## config.mk

```make
export PLATFORM = sky130hd
export DESIGN_NAME = nvsc_ctrl
export DESIGN_NICKNAME = d
export VERILOG_FILES = /design/src/nvsc_pkg.sv /design/src/nvsc_busy_if.sv /design/src/nvsc_busy_mon.sv /design/src/nvsc_ctrl.sv
export SDC_FILE = /design/constraint.sdc
export NUM_CORES = 1
export LEC_CHECK = 0
export BUFFER_PORTS_ARGS = -buffer_cell sky130_fd_sc_hd__buf_4
export CAP_MARGIN = 15
export CORE_MARGIN = 2
export CORE_UTILIZATION = 40
export DETAILED_ROUTE_END_ITERATION = 8
export SLEW_MARGIN = 20
export SYNTH_ARGS = -nofsm -noshare
export SYNTH_HDL_FRONTEND = slang
export SYNTH_SLANG_ARGS = --single-unit
```

## constraint.sdc

```tcl
create_clock -name MCLK -period 8.8 [get_ports MCLK]
set_input_delay 0.44 -clock MCLK [delete_from_list [all_inputs] [get_ports MCLK]]
set_output_delay 0.44 -clock MCLK [all_outputs]
set_load 0.01 [all_outputs]
```

## src/nvsc_pkg.sv

```systemverilog
// Purpose: constants and types for the nonvolatile sram host controller
// Assumes: MCLK at 250 MHz; timing figures in ns below (recall in us), converted to cycles
// Notes:   counts round up so every pin phase lasts at least its time
// Functional notes
// RL1: device refuses accesses during store or recall
// RL2: read only with CE, OE low, WE, busy high
// RL3: address picks bytes or 16-bit words
// RL4: read drives only enabled byte lanes
// RL5: read data follows address until control changes
// RL6: write when CE, WE low, busy high
// RL7: address stable through write, data taken at rise
// RL8: write stores only enabled byte lanes
// RL9: keep OE high during writes
// RL10: three store initiators, auto store default on
// RL11: supply drop starts store from backup capacitor
// RL12: auto and pin stores need prior write
// RL13: software stores always execute
// RL14: pulled-low busy pin requests delayed store
// RL15: device drives busy low during store
// RL16: device drives busy high briefly after store
// RL17: writes after busy falls are blocked
// RL18: no write: pin stays low until host releases
// RL19: accesses refused for lockout after busy rises
// RL20: power-up latches and runs recall
// RL21: busy low, accesses refused during power-up recall
// RL22: low lane enable gates bits 7..0, high 15..8
// RL23: write flag set by write, cleared by transfer
package nvsc_pkg;
    localparam int CLK_PERIOD_NS = 4;

    // least times round up, never below one cycle
    function automatic int min_cycles(input int ns);
        int c;
        c = (ns + CLK_PERIOD_NS - 1) / CLK_PERIOD_NS;
        return (c < 1) ? 1 : c;
    endfunction : min_cycles

    localparam int T_ACCESS_NS         = 25;  // address/select to data valid
    localparam int T_WE_PULSE_NS       = 20;  // write enable low time
    localparam int T_OUTPUT_OFF_NS     = 10;  // write_output_off_delay margin
    localparam int T_STORE_PULSE_NS    = 100; // host pull on store_busy_n
    localparam int T_LOCKOUT_NS        = 20;  // post_busy_lockout
    localparam int T_POWERUP_RECALL_US = 20000; // powerup_recall_time

    localparam int SYNC_STAGES      = 2;
    localparam int ACCESS_CYC       = min_cycles(T_ACCESS_NS);
    localparam int RD_CYC           = ACCESS_CYC + SYNC_STAGES;
    localparam int WE_CYC           = min_cycles(T_WE_PULSE_NS);
    localparam int TURN_CYC         = min_cycles(T_OUTPUT_OFF_NS);
    localparam int STORE_PULSE_CYC  = min_cycles(T_STORE_PULSE_NS);
    localparam int LOCKOUT_CYC      = min_cycles(T_LOCKOUT_NS);
    localparam int RECALL_CYC       = min_cycles(T_POWERUP_RECALL_US * 1000);

    localparam logic [7:0] CNT_W8_ONE = 8'h01;

    typedef enum logic [5:0] {
        S_WAIT     = 6'h01,
        S_IDLE     = 6'h02,
        S_RD       = 6'h04,
        S_WR_SETUP = 6'h08,
        S_WR_PULSE = 6'h10,
        S_WR_END   = 6'h20
    } nvsc_state_t;
endpackage : nvsc_pkg

```

## src/nvsc_busy_if.sv

```systemverilog
// Purpose: carries busy-pin status and store requests inside the controller
// Assumes: one clock domain
// Notes:   monitor drives status, the access engine drives store_go
`timescale 1ns/100ps
interface nvsc_busy_if;
    logic access_ok;  // accesses may start
    logic pull_idle;  // monitor not pulling the pin
    logic busy;       // synchronised store_busy_n is low
    logic store_go;   // one-cycle store request
    modport mon (input store_go, output access_ok, pull_idle, busy);
    modport ctl (output store_go, input access_ok, pull_idle, busy);
endinterface : nvsc_busy_if

```

## src/nvsc_busy_mon.sv

```systemverilog
// Purpose: watch and request on the open-drain store_busy_n pin
// Assumes: pin level is asynchronous to MCLK
// Notes:   access_ok stays low through startup, pulls, busy and lockout
`timescale 1ns/100ps
module nvsc_busy_mon #(
    parameter int STARTUP_CYC = nvsc_pkg::RECALL_CYC
) (
    input  wire logic   clk,
    input  wire logic   rst_n,
    input  wire logic   sb_i,
    output logic        sb_o,
    output logic        sb_oe,
    nvsc_busy_if.mon    bus
);
    localparam int SW = $clog2(STARTUP_CYC + 1);
    localparam int PW = $clog2(nvsc_pkg::STORE_PULSE_CYC + 1);
    localparam int LW = $clog2(nvsc_pkg::LOCKOUT_CYC + 1);

    if (STARTUP_CYC < 1) begin : g_chk
        $error("STARTUP_CYC must be at least 1");
    end

    logic          meta_ff;
    logic          sync_ff;
    logic [PW-1:0] pull_cnt_ff;
    logic [LW-1:0] lock_cnt_ff;
    logic [SW-1:0] start_cnt_ff;
    logic          sb_oe_ff;

    // two stages before any logic reads the pin
    always_ff @(posedge clk or negedge rst_n) begin
        if (!rst_n) begin
            meta_ff <= 1'b0;
            sync_ff <= 1'b0;
        end else begin
            meta_ff <= sb_i;
            sync_ff <= meta_ff;
        end
    end

    // host pull: held long enough for the device to latch the request
    always_ff @(posedge clk or negedge rst_n) begin
        if (!rst_n) begin
            pull_cnt_ff <= '0;
            sb_oe_ff    <= 1'b0;
        end else if (bus.store_go && pull_cnt_ff == '0) begin
            pull_cnt_ff <= PW'(nvsc_pkg::STORE_PULSE_CYC);
            sb_oe_ff    <= 1'b1;
        end else if (pull_cnt_ff != '0) begin
            pull_cnt_ff <= pull_cnt_ff - PW'(1);
            sb_oe_ff    <= (pull_cnt_ff != PW'(1));
        end else begin
            sb_oe_ff    <= 1'b0;
        end
    end

    // lockout restarts whenever the pin is seen low
    always_ff @(posedge clk or negedge rst_n) begin
        if (!rst_n) begin
            lock_cnt_ff <= LW'(nvsc_pkg::LOCKOUT_CYC);
        end else if (!sync_ff) begin
            lock_cnt_ff <= LW'(nvsc_pkg::LOCKOUT_CYC); // [RL19]
        end else if (lock_cnt_ff != '0) begin
            lock_cnt_ff <= lock_cnt_ff - LW'(1);
        end
    end

    // startup hold covers the power-up recall even before the pin falls
    always_ff @(posedge clk or negedge rst_n) begin
        if (!rst_n) begin
            start_cnt_ff <= SW'(STARTUP_CYC);
        end else if (start_cnt_ff != '0) begin
            start_cnt_ff <= start_cnt_ff - SW'(1); // [RL21]
        end
    end

    assign sb_o          = 1'b0; // open drain: only ever pulls low
    assign sb_oe         = sb_oe_ff;
    assign bus.pull_idle = !sb_oe_ff && pull_cnt_ff == '0;
    assign bus.busy      = !sync_ff;
    // pin held low by anyone blocks us until it is released
    assign bus.access_ok = bus.pull_idle && sync_ff && lock_cnt_ff == '0
                           && start_cnt_ff == '0; // [RL18]

    chk_low_blocks_access: assert property (@(posedge clk) disable iff (!rst_n) // [RL18]
        !sync_ff |-> !bus.access_ok)
        else $error("access allowed while store_busy_n low");

    chk_lockout_after_rise: assert property (@(posedge clk) disable iff (!rst_n) // [RL19]
        $rose(sync_ff) |-> !bus.access_ok)
        else $error("access allowed inside post-busy lockout");

    chk_pull_holds: assert property (@(posedge clk) disable iff (!rst_n) // [RL18]
        $rose(sb_oe_ff) |-> sb_oe_ff ##1 sb_oe_ff ##1 sb_oe_ff)
        else $error("store pull shorter than required");
endmodule : nvsc_busy_mon

```

## src/nvsc_ctrl.sv

```systemverilog
// Purpose: host-side access engine for an asynchronous nonvolatile sram
// Assumes: pins are asynchronous; device handles store/recall internally
// Notes:   one access at a time; reads retried if busy falls mid-cycle
`timescale 1ns/100ps
module nvsc_ctrl #(
    parameter int DATA_W      = 16,
    parameter int ADDR_W      = 19,
    parameter int STARTUP_CYC = nvsc_pkg::RECALL_CYC
) (
    input  wire logic              MCLK,
    input  wire logic              RST_N,
    input  wire logic              REQ_VALID,
    output logic                   REQ_READY,
    input  wire logic              REQ_WRITE,
    input  wire logic [ADDR_W-1:0] REQ_ADDR,
    input  wire logic [DATA_W-1:0] REQ_WDATA,
    input  wire logic [1:0]        REQ_LANES,
    output logic                   RSP_VALID,
    output logic [DATA_W-1:0]      RSP_RDATA,
    input  wire logic              STORE_REQ,
    output logic                   STORE_PENDING,
    output logic                   DEV_BUSY,
    output logic [ADDR_W-1:0]      MEM_ADDR,
    output logic                   MEM_CE_N,
    output logic                   MEM_OE_N,
    output logic                   MEM_WE_N,
    output logic                   MEM_HIGH_LANE_ENABLE_N,
    output logic                   MEM_LOW_LANE_ENABLE_N,
    input  wire logic [DATA_W-1:0] MEM_DQ_I,
    output logic [DATA_W-1:0]      MEM_DQ_O,
    output logic                   MEM_DQ_OE,
    input  wire logic              MEM_STORE_BUSY_N_I,
    output logic                   MEM_STORE_BUSY_N_O,
    output logic                   MEM_STORE_BUSY_N_OE
);
    // byte-wide parts use 20 address bits, word-wide parts 19
    if (!((DATA_W == 16 && ADDR_W == 19) || (DATA_W == 8 && ADDR_W == 20))) begin : g_chk
        $error("DATA_W/ADDR_W must be 16/19 or 8/20"); // [RL3]
    end

    nvsc_busy_if bif ();

    nvsc_busy_mon #(
        .STARTUP_CYC (STARTUP_CYC)
    ) u_mon (
        .clk   (MCLK),
        .rst_n (RST_N),
        .sb_i  (MEM_STORE_BUSY_N_I),
        .sb_o  (MEM_STORE_BUSY_N_O),
        .sb_oe (MEM_STORE_BUSY_N_OE),
        .bus   (bif.mon)
    );

    nvsc_pkg::nvsc_state_t state_ff;
    nvsc_pkg::nvsc_state_t nxt_state;
    logic [7:0]            cnt_ff;
    logic                  pend_ff;
    logic                  wr_ff;
    logic [ADDR_W-1:0]     addr_ff;
    logic [DATA_W-1:0]     wdata_ff;
    logic [1:0]            lanes_ff;
    logic                  store_pend_ff;
    logic [DATA_W-1:0]     dq_meta_ff;
    logic [DATA_W-1:0]     dq_sync_ff;
    logic                  ce_n_ff;
    logic                  oe_n_ff;
    logic                  we_n_ff;
    logic                  dq_oe_ff;
    logic                  rsp_ff;
    logic [DATA_W-1:0]     rdata_ff;
    logic                  accept;
    logic                  phase_done;

    // a pending store keeps new accesses out so the pull meets an idle bus
    assign REQ_READY = state_ff == nvsc_pkg::S_IDLE && bif.access_ok && !store_pend_ff;
    assign accept    = REQ_VALID && REQ_READY;
    assign bif.store_go = store_pend_ff && state_ff == nvsc_pkg::S_IDLE && bif.pull_idle;

    // phase length by state
    always_comb begin
        case (state_ff)
            nvsc_pkg::S_RD:       phase_done = cnt_ff == 8'(nvsc_pkg::RD_CYC - 1);
            nvsc_pkg::S_WR_SETUP: phase_done = cnt_ff == 8'(nvsc_pkg::TURN_CYC - 1);
            nvsc_pkg::S_WR_PULSE: phase_done = cnt_ff == 8'(nvsc_pkg::WE_CYC - 1);
            default:              phase_done = 1'b1;
        endcase
    end

    // next state
    always_comb begin
        nxt_state = state_ff;
        case (state_ff)
            nvsc_pkg::S_WAIT: begin
                if (!pend_ff) begin
                    nxt_state = nvsc_pkg::S_IDLE;
                end else if (bif.access_ok) begin
                    nxt_state = wr_ff ? nvsc_pkg::S_WR_SETUP : nvsc_pkg::S_RD;
                end
            end
            nvsc_pkg::S_IDLE: begin
                if (accept) begin
                    nxt_state = REQ_WRITE ? nvsc_pkg::S_WR_SETUP : nvsc_pkg::S_RD;
                end
            end
            nvsc_pkg::S_RD: begin
                // data read while busy low is not valid: drop and retry
                if (!bif.access_ok) begin
                    nxt_state = nvsc_pkg::S_WAIT; // [RL2]
                end else if (phase_done) begin
                    nxt_state = nvsc_pkg::S_IDLE;
                end
            end
            nvsc_pkg::S_WR_SETUP: begin
                if (phase_done) begin
                    nxt_state = nvsc_pkg::S_WR_PULSE;
                end
            end
            nvsc_pkg::S_WR_PULSE: begin
                // a started write runs out; the device grants it time
                if (phase_done) begin
                    nxt_state = nvsc_pkg::S_WR_END;
                end
            end
            nvsc_pkg::S_WR_END: nxt_state = nvsc_pkg::S_IDLE;
            default:            nxt_state = nvsc_pkg::S_WAIT;
        endcase
    end

    // state and phase counter
    always_ff @(posedge MCLK or negedge RST_N) begin
        if (!RST_N) begin
            state_ff <= nvsc_pkg::S_WAIT;
            cnt_ff   <= '0;
        end else begin
            state_ff <= nxt_state;
            cnt_ff   <= (nxt_state != state_ff) ? 8'h00 : cnt_ff + nvsc_pkg::CNT_W8_ONE;
        end
    end

    // request latch; address stays put until the cycle is over
    always_ff @(posedge MCLK or negedge RST_N) begin
        if (!RST_N) begin
            pend_ff  <= 1'b0;
            wr_ff    <= 1'b0;
            addr_ff  <= '0;
            wdata_ff <= '0;
            lanes_ff <= 2'h0;
        end else if (accept) begin
            pend_ff  <= 1'b1;
            wr_ff    <= REQ_WRITE;
            addr_ff  <= REQ_ADDR; // [RL7]
            wdata_ff <= REQ_WDATA;
            lanes_ff <= REQ_LANES;
        end else if (nxt_state == nvsc_pkg::S_IDLE) begin
            pend_ff  <= 1'b0;
        end
    end

    // store request held until the engine is idle; new request wins clear
    always_ff @(posedge MCLK or negedge RST_N) begin
        if (!RST_N) begin
            store_pend_ff <= 1'b0;
        end else if (STORE_REQ) begin
            store_pend_ff <= 1'b1;
        end else if (bif.store_go) begin
            store_pend_ff <= 1'b0;
        end
    end

    // two-stage sampling of the data pins
    always_ff @(posedge MCLK or negedge RST_N) begin
        if (!RST_N) begin
            dq_meta_ff <= '0;
            dq_sync_ff <= '0;
        end else begin
            dq_meta_ff <= MEM_DQ_I;
            dq_sync_ff <= dq_meta_ff;
        end
    end

    // pin controls registered from the next state so they never glitch
    always_ff @(posedge MCLK or negedge RST_N) begin
        if (!RST_N) begin
            ce_n_ff  <= 1'b1;
            oe_n_ff  <= 1'b1;
            we_n_ff  <= 1'b1;
            dq_oe_ff <= 1'b0;
        end else begin
            ce_n_ff  <= !(nxt_state inside {nvsc_pkg::S_RD, nvsc_pkg::S_WR_SETUP,
                                            nvsc_pkg::S_WR_PULSE}); // [RL2] [RL6]
            oe_n_ff  <= nxt_state != nvsc_pkg::S_RD;                // [RL9]
            we_n_ff  <= nxt_state != nvsc_pkg::S_WR_PULSE;          // [RL6]
            // data stays driven one cycle past the rising edge for hold
            dq_oe_ff <= nxt_state inside {nvsc_pkg::S_WR_PULSE, nvsc_pkg::S_WR_END};
        end
    end

    // read data and completion pulse
    always_ff @(posedge MCLK or negedge RST_N) begin
        if (!RST_N) begin
            rsp_ff   <= 1'b0;
            rdata_ff <= '0;
        end else begin
            rsp_ff <= (state_ff == nvsc_pkg::S_RD && bif.access_ok && phase_done)
                      || state_ff == nvsc_pkg::S_WR_END;
            // an aborted read keeps the last good data on the output
            if (state_ff == nvsc_pkg::S_RD && bif.access_ok && phase_done) begin
                rdata_ff <= dq_sync_ff;
            end
        end
    end

    assign RSP_VALID              = rsp_ff;
    assign RSP_RDATA              = rdata_ff;
    assign STORE_PENDING          = store_pend_ff;
    assign DEV_BUSY               = bif.busy;
    assign MEM_ADDR               = addr_ff;
    assign MEM_CE_N               = ce_n_ff;
    assign MEM_OE_N               = oe_n_ff;
    assign MEM_WE_N               = we_n_ff;
    assign MEM_HIGH_LANE_ENABLE_N = !lanes_ff[1];
    assign MEM_LOW_LANE_ENABLE_N  = !lanes_ff[0];
    assign MEM_DQ_O               = wdata_ff;
    assign MEM_DQ_OE              = dq_oe_ff;

    chk_read_we_high: assert property (@(posedge MCLK) disable iff (!RST_N) // [RL2]
        (!MEM_CE_N && !MEM_OE_N) |-> MEM_WE_N && !MEM_DQ_OE)
        else $error("read with write enable low or data driven");

    chk_write_oe_high: assert property (@(posedge MCLK) disable iff (!RST_N) // [RL9]
        !MEM_WE_N |-> MEM_OE_N && !MEM_CE_N && MEM_DQ_OE)
        else $error("write pulse without CE low, OE high, data driven");

    chk_write_start_ok: assert property (@(posedge MCLK) disable iff (!RST_N) // [RL6] [RL2]
        $rose(!MEM_CE_N) |-> $past(bif.access_ok))
        else $error("access started while busy or locked out");

    chk_addr_stable: assert property (@(posedge MCLK) disable iff (!RST_N) // [RL7]
        (!MEM_CE_N && $past(!MEM_CE_N)) |-> $stable(MEM_ADDR))
        else $error("address changed inside a cycle");

    chk_we_pulse_len: assert property (@(posedge MCLK) disable iff (!RST_N) // [RL7]
        $fell(MEM_WE_N) |-> !MEM_WE_N[*5] ##1 (MEM_WE_N && MEM_DQ_OE))
        else $error("write pulse length or data hold wrong");
endmodule : nvsc_ctrl

```

# Word-level counts from Yosys, hierarchy flattened
# Cells that the tools add are included.
# word_totals
wordCells,97
reg_bits,141
in_bits,59
output_inout_bits,63
# op_classes
muxes,22
addsub,4
reduce_logical,30
eq_ne,19
# ops
op,n
6-bit two-way mux,7
6-bit case mux with 6 select lines,1
23-bit logical NOT,1
23-bit nonzero test,1
"23-bit by 1-bit subtractor with 23-bit output, second input constant",1
"6-bit by 2-bit == test with 1-bit output, second input constant",2
"6-bit by 3-bit == test with 1-bit output, second input constant",2
"6-bit by 4-bit == test with 1-bit output, second input constant",2
"6-bit by 5-bit == test with 1-bit output, second input constant",2
"6-bit == test, second input constant",2
1-bit logical AND,12
5-bit two-way mux,2
"8-bit by 1-bit adder with 8-bit output, second input constant",1
"8-bit by 2-bit == test with 1-bit output, second input constant",1
"8-bit by 3-bit == test with 1-bit output, second input constant",1
"8-bit by 4-bit == test with 1-bit output, second input constant",1
4-bit two-way mux,2
8-bit two-way mux,1
2-bit nonzero test,4
"6-bit by 1-bit == test with 1-bit output, second input constant",1
1-bit logical NOT,6
1-bit two-way mux,6
3-bit two-way mux,2
"6-bit by 3-bit inequality test with 1-bit output, second input constant",1
12 further kinds,13

# Depth between registers and ports, before layout
# Gate-level depths: netlist (run 1).
# depth
word_depth,13
mapped_depth,10

# Modules after synthesis
# From an unflattened synthesis (run 1), not the netlist that was laid out.
# unflattened
hier_cells,434
hier_area_um2,5758.0
# by_module_without_submodules
module,seq_area_each_um2,cells_per_inst,instances,area_each_um2
nvsc_ctrl,2682.6,267,1,3995.1
nvsc_busy_mon,863.3,167,1,1762.9

# Worst setup path before layout (run 1)
# OpenSTA, ideal clock, no wires.
# synth_path
path_type,flip-flop to flip-flop
from,register u_mon.pull_cnt_ff[0]
to,register addr_ff[10] (netlist: MEM_ADDR[10])
required_time_ns,8.673
t_arrival_ns,2.870
synth_period_minus_slack_ns,2.998
slack_ns,5.802
stages_incl_launch_ff,11
setup_time_ns,0.127
cell_sequence,dfrtp_1 -> inv_1 -> ha_1 -> or4b_1 -> buf_2 -> or4_4 -> or3_4 -> nor3_4 -> buf_6 -> buf_6 -> mux2_1
# synth_between
elab_chain_len,8
# synth_rtl
item,line_no,source
from (decl),nvsc_busy_mon.sv:25,logic [PW-1:0] pull_cnt_ff;
from (signal assigned),nvsc_busy_mon.sv:47,pull_cnt_ff <= PW'(nvsc_pkg::STORE_PULSE_CYC);
from (signal assigned),nvsc_busy_mon.sv:50,pull_cnt_ff <= pull_cnt_ff - PW'(1);
5-bit logical NOT,nvsc_busy_mon.sv:79,assign bus.pull_idle = !sb_oe_ff && pull_cnt_ff == '0;
1-bit logical AND,nvsc_busy_mon.sv:79,
1-bit logical AND (2 in series),nvsc_busy_mon.sv:82,assign bus.access_ok = bus.pull_idle && sync_ff && lock_cnt_ff == '0
1-bit logical AND,nvsc_busy_mon.sv:83,&& start_cnt_ff == '0;
1-bit logical AND (2 in series),nvsc_ctrl.sv:75,assign REQ_READY = state_ff == nvsc_pkg::S_IDLE && bif.access_ok && !store_pend_ff;
1-bit logical AND,nvsc_ctrl.sv:76,assign accept = REQ_VALID && REQ_READY;
to (signal assigned),nvsc_ctrl.sv:145,addr_ff <= '0;
to (signal assigned),nvsc_ctrl.sv:151,addr_ff <= REQ_ADDR;
to (decl),nvsc_ctrl.sv:59,logic [ADDR_W-1:0] addr_ff;
# No other way between the ends.
# A chain may end at the register's enable or synchronous reset.

# Final worst setup path (run 1)
# layout_path
from,register u_mon.pull_cnt_ff[1]
to,register lanes_ff[0]
# layout_between
elab_chain_len,8
# layout_rtl
item,line_no,source
5-bit logical NOT,nvsc_busy_mon.sv:79,
1-bit logical AND,nvsc_busy_mon.sv:79,
1-bit logical AND (2 in series),nvsc_busy_mon.sv:82,
1-bit logical AND,nvsc_busy_mon.sv:83,
1-bit logical AND (2 in series),nvsc_ctrl.sv:75,
1-bit logical AND,nvsc_ctrl.sv:76,
to (signal assigned),nvsc_ctrl.sv:147,lanes_ff <= 2'h0;
to (signal assigned),nvsc_ctrl.sv:153,lanes_ff <= REQ_LANES;
to (decl),nvsc_ctrl.sv:61,logic [1:0] lanes_ff;
# No other way between the ends.

==> summary.txt, run 1 <==
Timing
  – RSZ-0062 raised after global routing: false
  – Final setup vio count: 0
  – Period utilization: 38.1%
  – Final min period: 3.35 ns
  – Fmax achieved: 298 MHz
  – Worst rel slew slack: 48.6%
  – Final Skew: 0.00835 ns
  – Setup_tns: 0 ns
  – Final Hold Fails: 0
  – Worst Max-Slew Pin Slew: 0.766 ns
  – Pins Over Slew Limit: 0

Die
  – Initial core utilization: 40.7%
  – Die width: 123 um
  – Num rows: 43
  – Die area: 0.0150 mm^2
  – Die Span Y: 123 um
  – Core area: 0.0138 mm^2
  – Io pins: 122

Setup path
  – Critical path peak fanout: 39
  – R2R setup slack: 5.45 ns
  – Cell family with most CP delay: simple AND/OR/NAND/NOR gates
  – Slowest stage cell, crit path: or4b_1
  – Worst Setup Start Kind: flip-flop
  – CP Class: flip-flop to flip-flop
  – Endpoint class of the critical path: flip-flop
  – Reg-to-Reg End: lanes_ff[0]
  – CP peak stage delay: 0.60 ns
  – Reg-to-reg startpoint: u_mon.pull_cnt_ff[1]
  – Arr. time, crit path: 3.66 ns
  – Cell Chain, Critical Path: inv_1, ha_1, or4b_1, or4_4, or3_4, nor3_4, buf_4, mux2_2
  – Reg2Reg Depth: 8
  – Crit path buf inv count: 2
  – Required @ worst endpoint: 9.10 ns

Synth
  – Yosys cell types: 59
  – Synth warn: 0
  – #FFs+latches synth: 141
  – Synth top area cells: dfrtp_1 (57%), mux2_2 (9.2%), dfstp_2 (6.5%)
  – Synth top area share: 56.5%
  – Syn avg cell area: 13.4 um^2
  – Biggest area consumer among synthesized cells: dfrtp_1
  – Predominant post-synthesis flop cell: dfrtp_1
  – Post-synth EDFFs: 0
  – Post-synthesis instance area: 0.00562 mm^2
  – Asr flop ratio synth: 100%
  – Post-Synthesis Cells: 419
  – Syn_nets: 486
  – Seq/Total Area, Yosys: 63.1%

Layout
  – Most common cell after layout, fill and taps aside: dfrtp_1
  – Nets: 616
  – Leading cell types in the layout, fill and taps excluded: dfrtp_1 (127), buf_4 (121), mux2_2 (46)
  – # diodes: 0
  – Layout Utilization: 52.9%
  – Layout filler cell count: 1171
  – Area delta synth->final: 30.2%
  – Ratio of cells with drive above 1 in the final layout: 39.1%
  – Final Non-Filler Cells: 742

Worst hold path
  – Tightest Hold Check Type: primary input to async pin

Clocking
  – CTS Buf Count: 17
  – Post-CTS Hold Buffers: 0
  – Clk Latency, worst-skew pair: 0.42 ns
  – Cts repair resizes: 0
  – H-Tree Depth: 4
  – Largest buffer count on any clock path: 2
  – Clock sinks: 141
  – Reg clk slew, reported paths: 0.06 ns
  – CTS tree: built
  – Root buffer cell: clkbuf_16
  – Post-CTS Repair Setup Buffers: 0

Route
  – Post-route ant nets: 0
  – DR iter-0 viols: 184
  – Wire per inst: 14.1 um
  – Drt pass-1 iters: 4
  – Via Count: 3684
  – Total routed wirelength: 10.5 mm
  – Vias per cell: 4.96
  – Detailed-route DRC error count: 0

Global routing
  – Total GRT Usage: 15.2%
  – Vias in the first global route: 3661
  – Total grt overflow: 0
  – Pin count of the biggest net entering global routing: 86
  – First-pass GRT wire length: 17.6 mm
  – Antenna violations before repair: 0

Power and ir drop
  – Pwr dens: 225 mW/mm^2
  – Worst VDD drop: 0.113 mV
  – Leak: 3.69 nW

Placement
  – Final HPWL DP: 7.09 mm
  – Gpl congestion: 0.855
  – Placed insts: 710
  – Port Buffers: 120

Flow run
  – Max-cap violations: 0

Outcome
  – Status: complete, no violations
## cell families after synthesis
logic type / after synthesis / synth area share, %
XOR/XNOR: 29 / 4.52
AO/OA/AOI/OAI: 42 / 5.25
other: 1 / 0.0667
multiplexers: 57 / 11.4
AND/OR/NAND/NOR: 116 / 11.6
flip-flops: 141 / 63.1
adder cells (fa/ha/maj): 8 / 1.78
buffers and inverters: 25 / 2.34
## worst max path at each step
stage                               to  slack, ns                  from  depth (start not counted)
after detailed placement   MEM_ADDR[1]       5.42  u_mon.pull_cnt_ff[0]                          8
after CTS                  MEM_ADDR[1]       5.41  u_mon.pull_cnt_ff[0]                          8
after floorplan           MEM_ADDR[10]       5.80  u_mon.pull_cnt_ff[0]                         10
after global routing         REQ_READY       5.20  u_mon.pull_cnt_ff[0]                          7
final                      lanes_ff[0]       5.45  u_mon.pull_cnt_ff[1]                          8
after global placement     MEM_ADDR[1]       5.53  u_mon.pull_cnt_ff[0]                          8
## power by group
group	switching [mW]	internal [mW]
clock network	0.282	0.468
logic	0.0875	0.0824
registers	0.0357	0.693
## state kept, by name (all words and copies together) (netlist names), 3 cells and up
register / flops
u_mon.lock_cnt_ff: 3
u_mon.pull_cnt_ff: 5
state_ff: 6
cnt_ff: 8
dq_sync_ff: 16
MEM_ADDR: 19
RSP_RDATA: 16
dq_meta_ff: 16
u_mon.start_cnt_ff: 23
MEM_DQ_O: 16
## cells in the mapped netlist (all sizes together), types with 9 or more instances
library cell,instances
dfstp,14
buf,9
a21oi,10
nor2,23
nor3,11
nor4,14
xnor2,9
nand3,11
xor2,20
inv,14
nand2,19
dfrtp,127
mux2,55
## layout make-up
type	instances	area, um^2	area share (%)
Multi-Input combinational cell	253	1940	26.6
Tap cell	180	225	3.08
Clock inverter	13	176	2.41
Sequential cell	141	3550	48.5
Clock buffer	19	453	6.19
Timing Repair Buffer	122	920	12.6
Inverter	14	52.6	0.718
## routing by layer
layer | vias up | share of wire [%] | track usage, %
li1 | 1748 | - | -
met1 | 1793 | 47 | 20.8
met2 | 127 | 43 | 20.8
met3 | 16 | 8.6 | 6.55
met4 | 0 | 1.8 | 7.11
met5 | - | 0 | 0
## metrics by stage
step	hold WS (ns)	power [mW]	setup WS [ns]	cell area [um^2]
floorplan	0.144	0.835	5.80	5620
global placement	0.332	0.907	5.53	6690
detailed placement	0.335	0.911	5.42	6690
CTS	0.102	1.67	5.41	7320
global route	0.0995	1.73	5.20	7320
finish	0.0844	1.65	5.45	7320
No activity file was read; power rests on OpenSTA's default activity.
==> run 2, diff against run 1 <==
==> constraint.sdc (replaced) <==
create_clock -name MCLK -period 3.01 [get_ports MCLK]
set_input_delay 0.1505 -clock MCLK [delete_from_list [all_inputs] [get_ports MCLK]]
set_output_delay 0.1505 -clock MCLK [all_outputs]
set_load 0.01 [all_outputs]
==> summary.txt, run 2 (same netlist as run 1, synthesis figures left out) <==
Outcome
  – Status: complete, no violations

Die
  – Die width: 123 um
  – Io pins: 122
  – Die area: 0.0150 mm^2
  – Core area: 0.0138 mm^2
  – Die Span Y: 123 um
  – Num rows: 43
  – Initial core utilization: 40.7%

Setup path
  – Endpoint class of the critical path: flip-flop
  – Arr. time, crit path: 3.27 ns
  – CP Class: flip-flop to flip-flop
  – Required @ worst endpoint: 3.31 ns
  – Worst Setup Start Kind: flip-flop
  – CP peak stage delay: 0.50 ns
  – Critical path peak fanout: 10
  – Cell Chain, Critical Path: inv_2, ha_4, or4b_4, or4_4, or3_4, nor3_4, buf_6, clkbuf_16, mux2_2
  – Slowest stage cell, crit path: or4_4

Timing
  – Worst rel slew slack: 58.0%
  – Fmax achieved: 337 MHz
  – Period utilization: 98.7%
  – Final min period: 2.97 ns
  – RSZ-0062 raised after global routing: true
  – Pins Over Slew Limit: 0
  – Final setup vio count: 0
  – Final Hold Fails: 0
  – Final Skew: 0.0134 ns
  – Setup_tns: 0 ns
  – Final setup margin: 0.0405 ns
  – Worst Max-Slew Pin Slew: 0.630 ns

Clocking
  – Root buffer cell: clkbuf_16
  – Clock sinks: 141
  – Clk Latency, worst-skew pair: 0.42 ns
  – H-Tree Depth: 4
  – Reg clk slew, reported paths: 0.06 ns
  – Largest buffer count on any clock path: 2
  – CTS tree: built
  – CTS Buf Count: 17

Global routing
  – First-pass GRT wire length: 19.6 mm
  – Total GRT Usage: 16.9%
  – Antenna violations before repair: 0
  – Pin count of the biggest net entering global routing: 60
  – Vias in the first global route: 4106
  – Total grt overflow: 0

Flow run
  – Max-cap violations: 0

Worst hold path
  – Tightest Hold Check Type: primary input to async pin

Layout
  – Area delta synth->final: 45.1%
  – Layout Utilization: 59.0%
  – Nets: 700
  – Leading cell types in the layout, fill and taps excluded: buf_4 (140), dfrtp_1 (127), dlygate4sd3_1 (57)
  – Final Cell Area: 0.00816 mm^2
  – Largest reg by FF count: u_mon.start_cnt_ff
  – Flip-flop count of the largest register after layout: 23
  – # diodes: 0
  – Ratio of cells with drive above 1 in the final layout: 39.2%
  – Final Non-Filler Cells: 826
  – Most common cell after layout, fill and taps aside: buf_4

Placement
  – Cell area after placement: 0.00681 mm^2
  – Final HPWL DP: 7.50 mm
  – Place WS: -0.00583 ns
  – Gpl congestion: 0.813
  – Placed insts: 724
  – Port Buffers: 120

Route
  – DR iter-0 viols: 226
  – Vias per cell: 4.83
  – Total routed wirelength: 12.1 mm
  – Post-route ant nets: 0
  – Drt pass-1 iters: 4
  – Via Count: 3990
  – Wire per inst: 14.6 um
  – Detailed-route DRC error count: 0

Power and ir drop
  – Pwr dens: 595 mW/mm^2
  – Leak: 4.05 nW
  – Worst VDD drop: 0.485 mV
==> run 2: worst max-delay path: cells and delay by family, from the launching register on <==
family / cells / cell delay (ns)
simple gates: 4 / 1.60
mux: 1 / 0.34
fa+ha+maj: 1 / 0.14
buf+inv: 3 / 0.40
flops: 1 / 0.39
==> run 2: cell type report <==
| class | count | area (um^2) |
|---|---|---|
| clock inverter | 13 | 140 |
| sequential | 141 | 3550 |
| fill | 1085 | 5670 |
| timing repair buffer | 206 | 1770 |
| multi-input combinational | 253 | 1970 |
| tap | 180 | 225 |
| clock buffer | 19 | 453 |
| inverter | 14 | 52.6 |
==> run 2: what timing repair did <==
item | CTS | global route
pin swaps | 2 | 4
endpoints found under the setup margin | 15 | 67
hold endpoints to repair | 103 | 0
cloned | 0 | 4
resized for setup | 0 | 10
setup buffers | 1 | 8
hold buffers | 57 | 0
==> run 2: final timing paths <==
path | depth (start not counted) | endpoint | slack (ns) | from
worst min-delay path | 2 | u_mon.start_cnt_ff[13] | 0.27 | RST_N
worst min register to register | 0 | dq_sync_ff[7] | 0.34 | dq_meta_ff[7]
worst max-delay path | 9 | MEM_ADDR[0] | 0.04 | u_mon.pull_cnt_ff[1]
worst max register to register | 9 | MEM_ADDR[0] | 0.04 | u_mon.pull_cnt_ff[1]
max in group asynchronous | 3 | u_mon.start_cnt_ff[18] | 1.84 | RST_N
min in group MCLK | 4 | state_ff[1] | 0.27 | REQ_VALID
==> run 2: power by group <==
| group | switching (mW) | internal, mW | total, mW |
|---|---|---|---|
| Clock | 0.778 | 1.26 | 2.04 |
| Sequential | 0.109 | 2.03 | 2.14 |
| Combinational | 0.308 | 0.367 | 0.675 |
==> run 2: metal layers <==
| metal | up-vias | routed length (um) | track usage [%] |
|---|---|---|---|
| met3 | 8 | 864 | 7.67 |
| met1 | 1940 | 5310 | 21.8 |
| li1 | 1921 | - | - |
| met4 | 0 | 90 | 5.17 |
| met2 | 121 | 5790 | 25.6 |
| met5 | - | 0 | 0 |
==> run 2: through the flow <==
stage	total power [mW]	hold slack, ns
after floorplan	2.44	-0.145
after global placement	2.68	0.150
after detailed placement	2.70	0.153
after CTS	4.83	0.261
after global routing	5.11	0.276
final	4.85	0.268
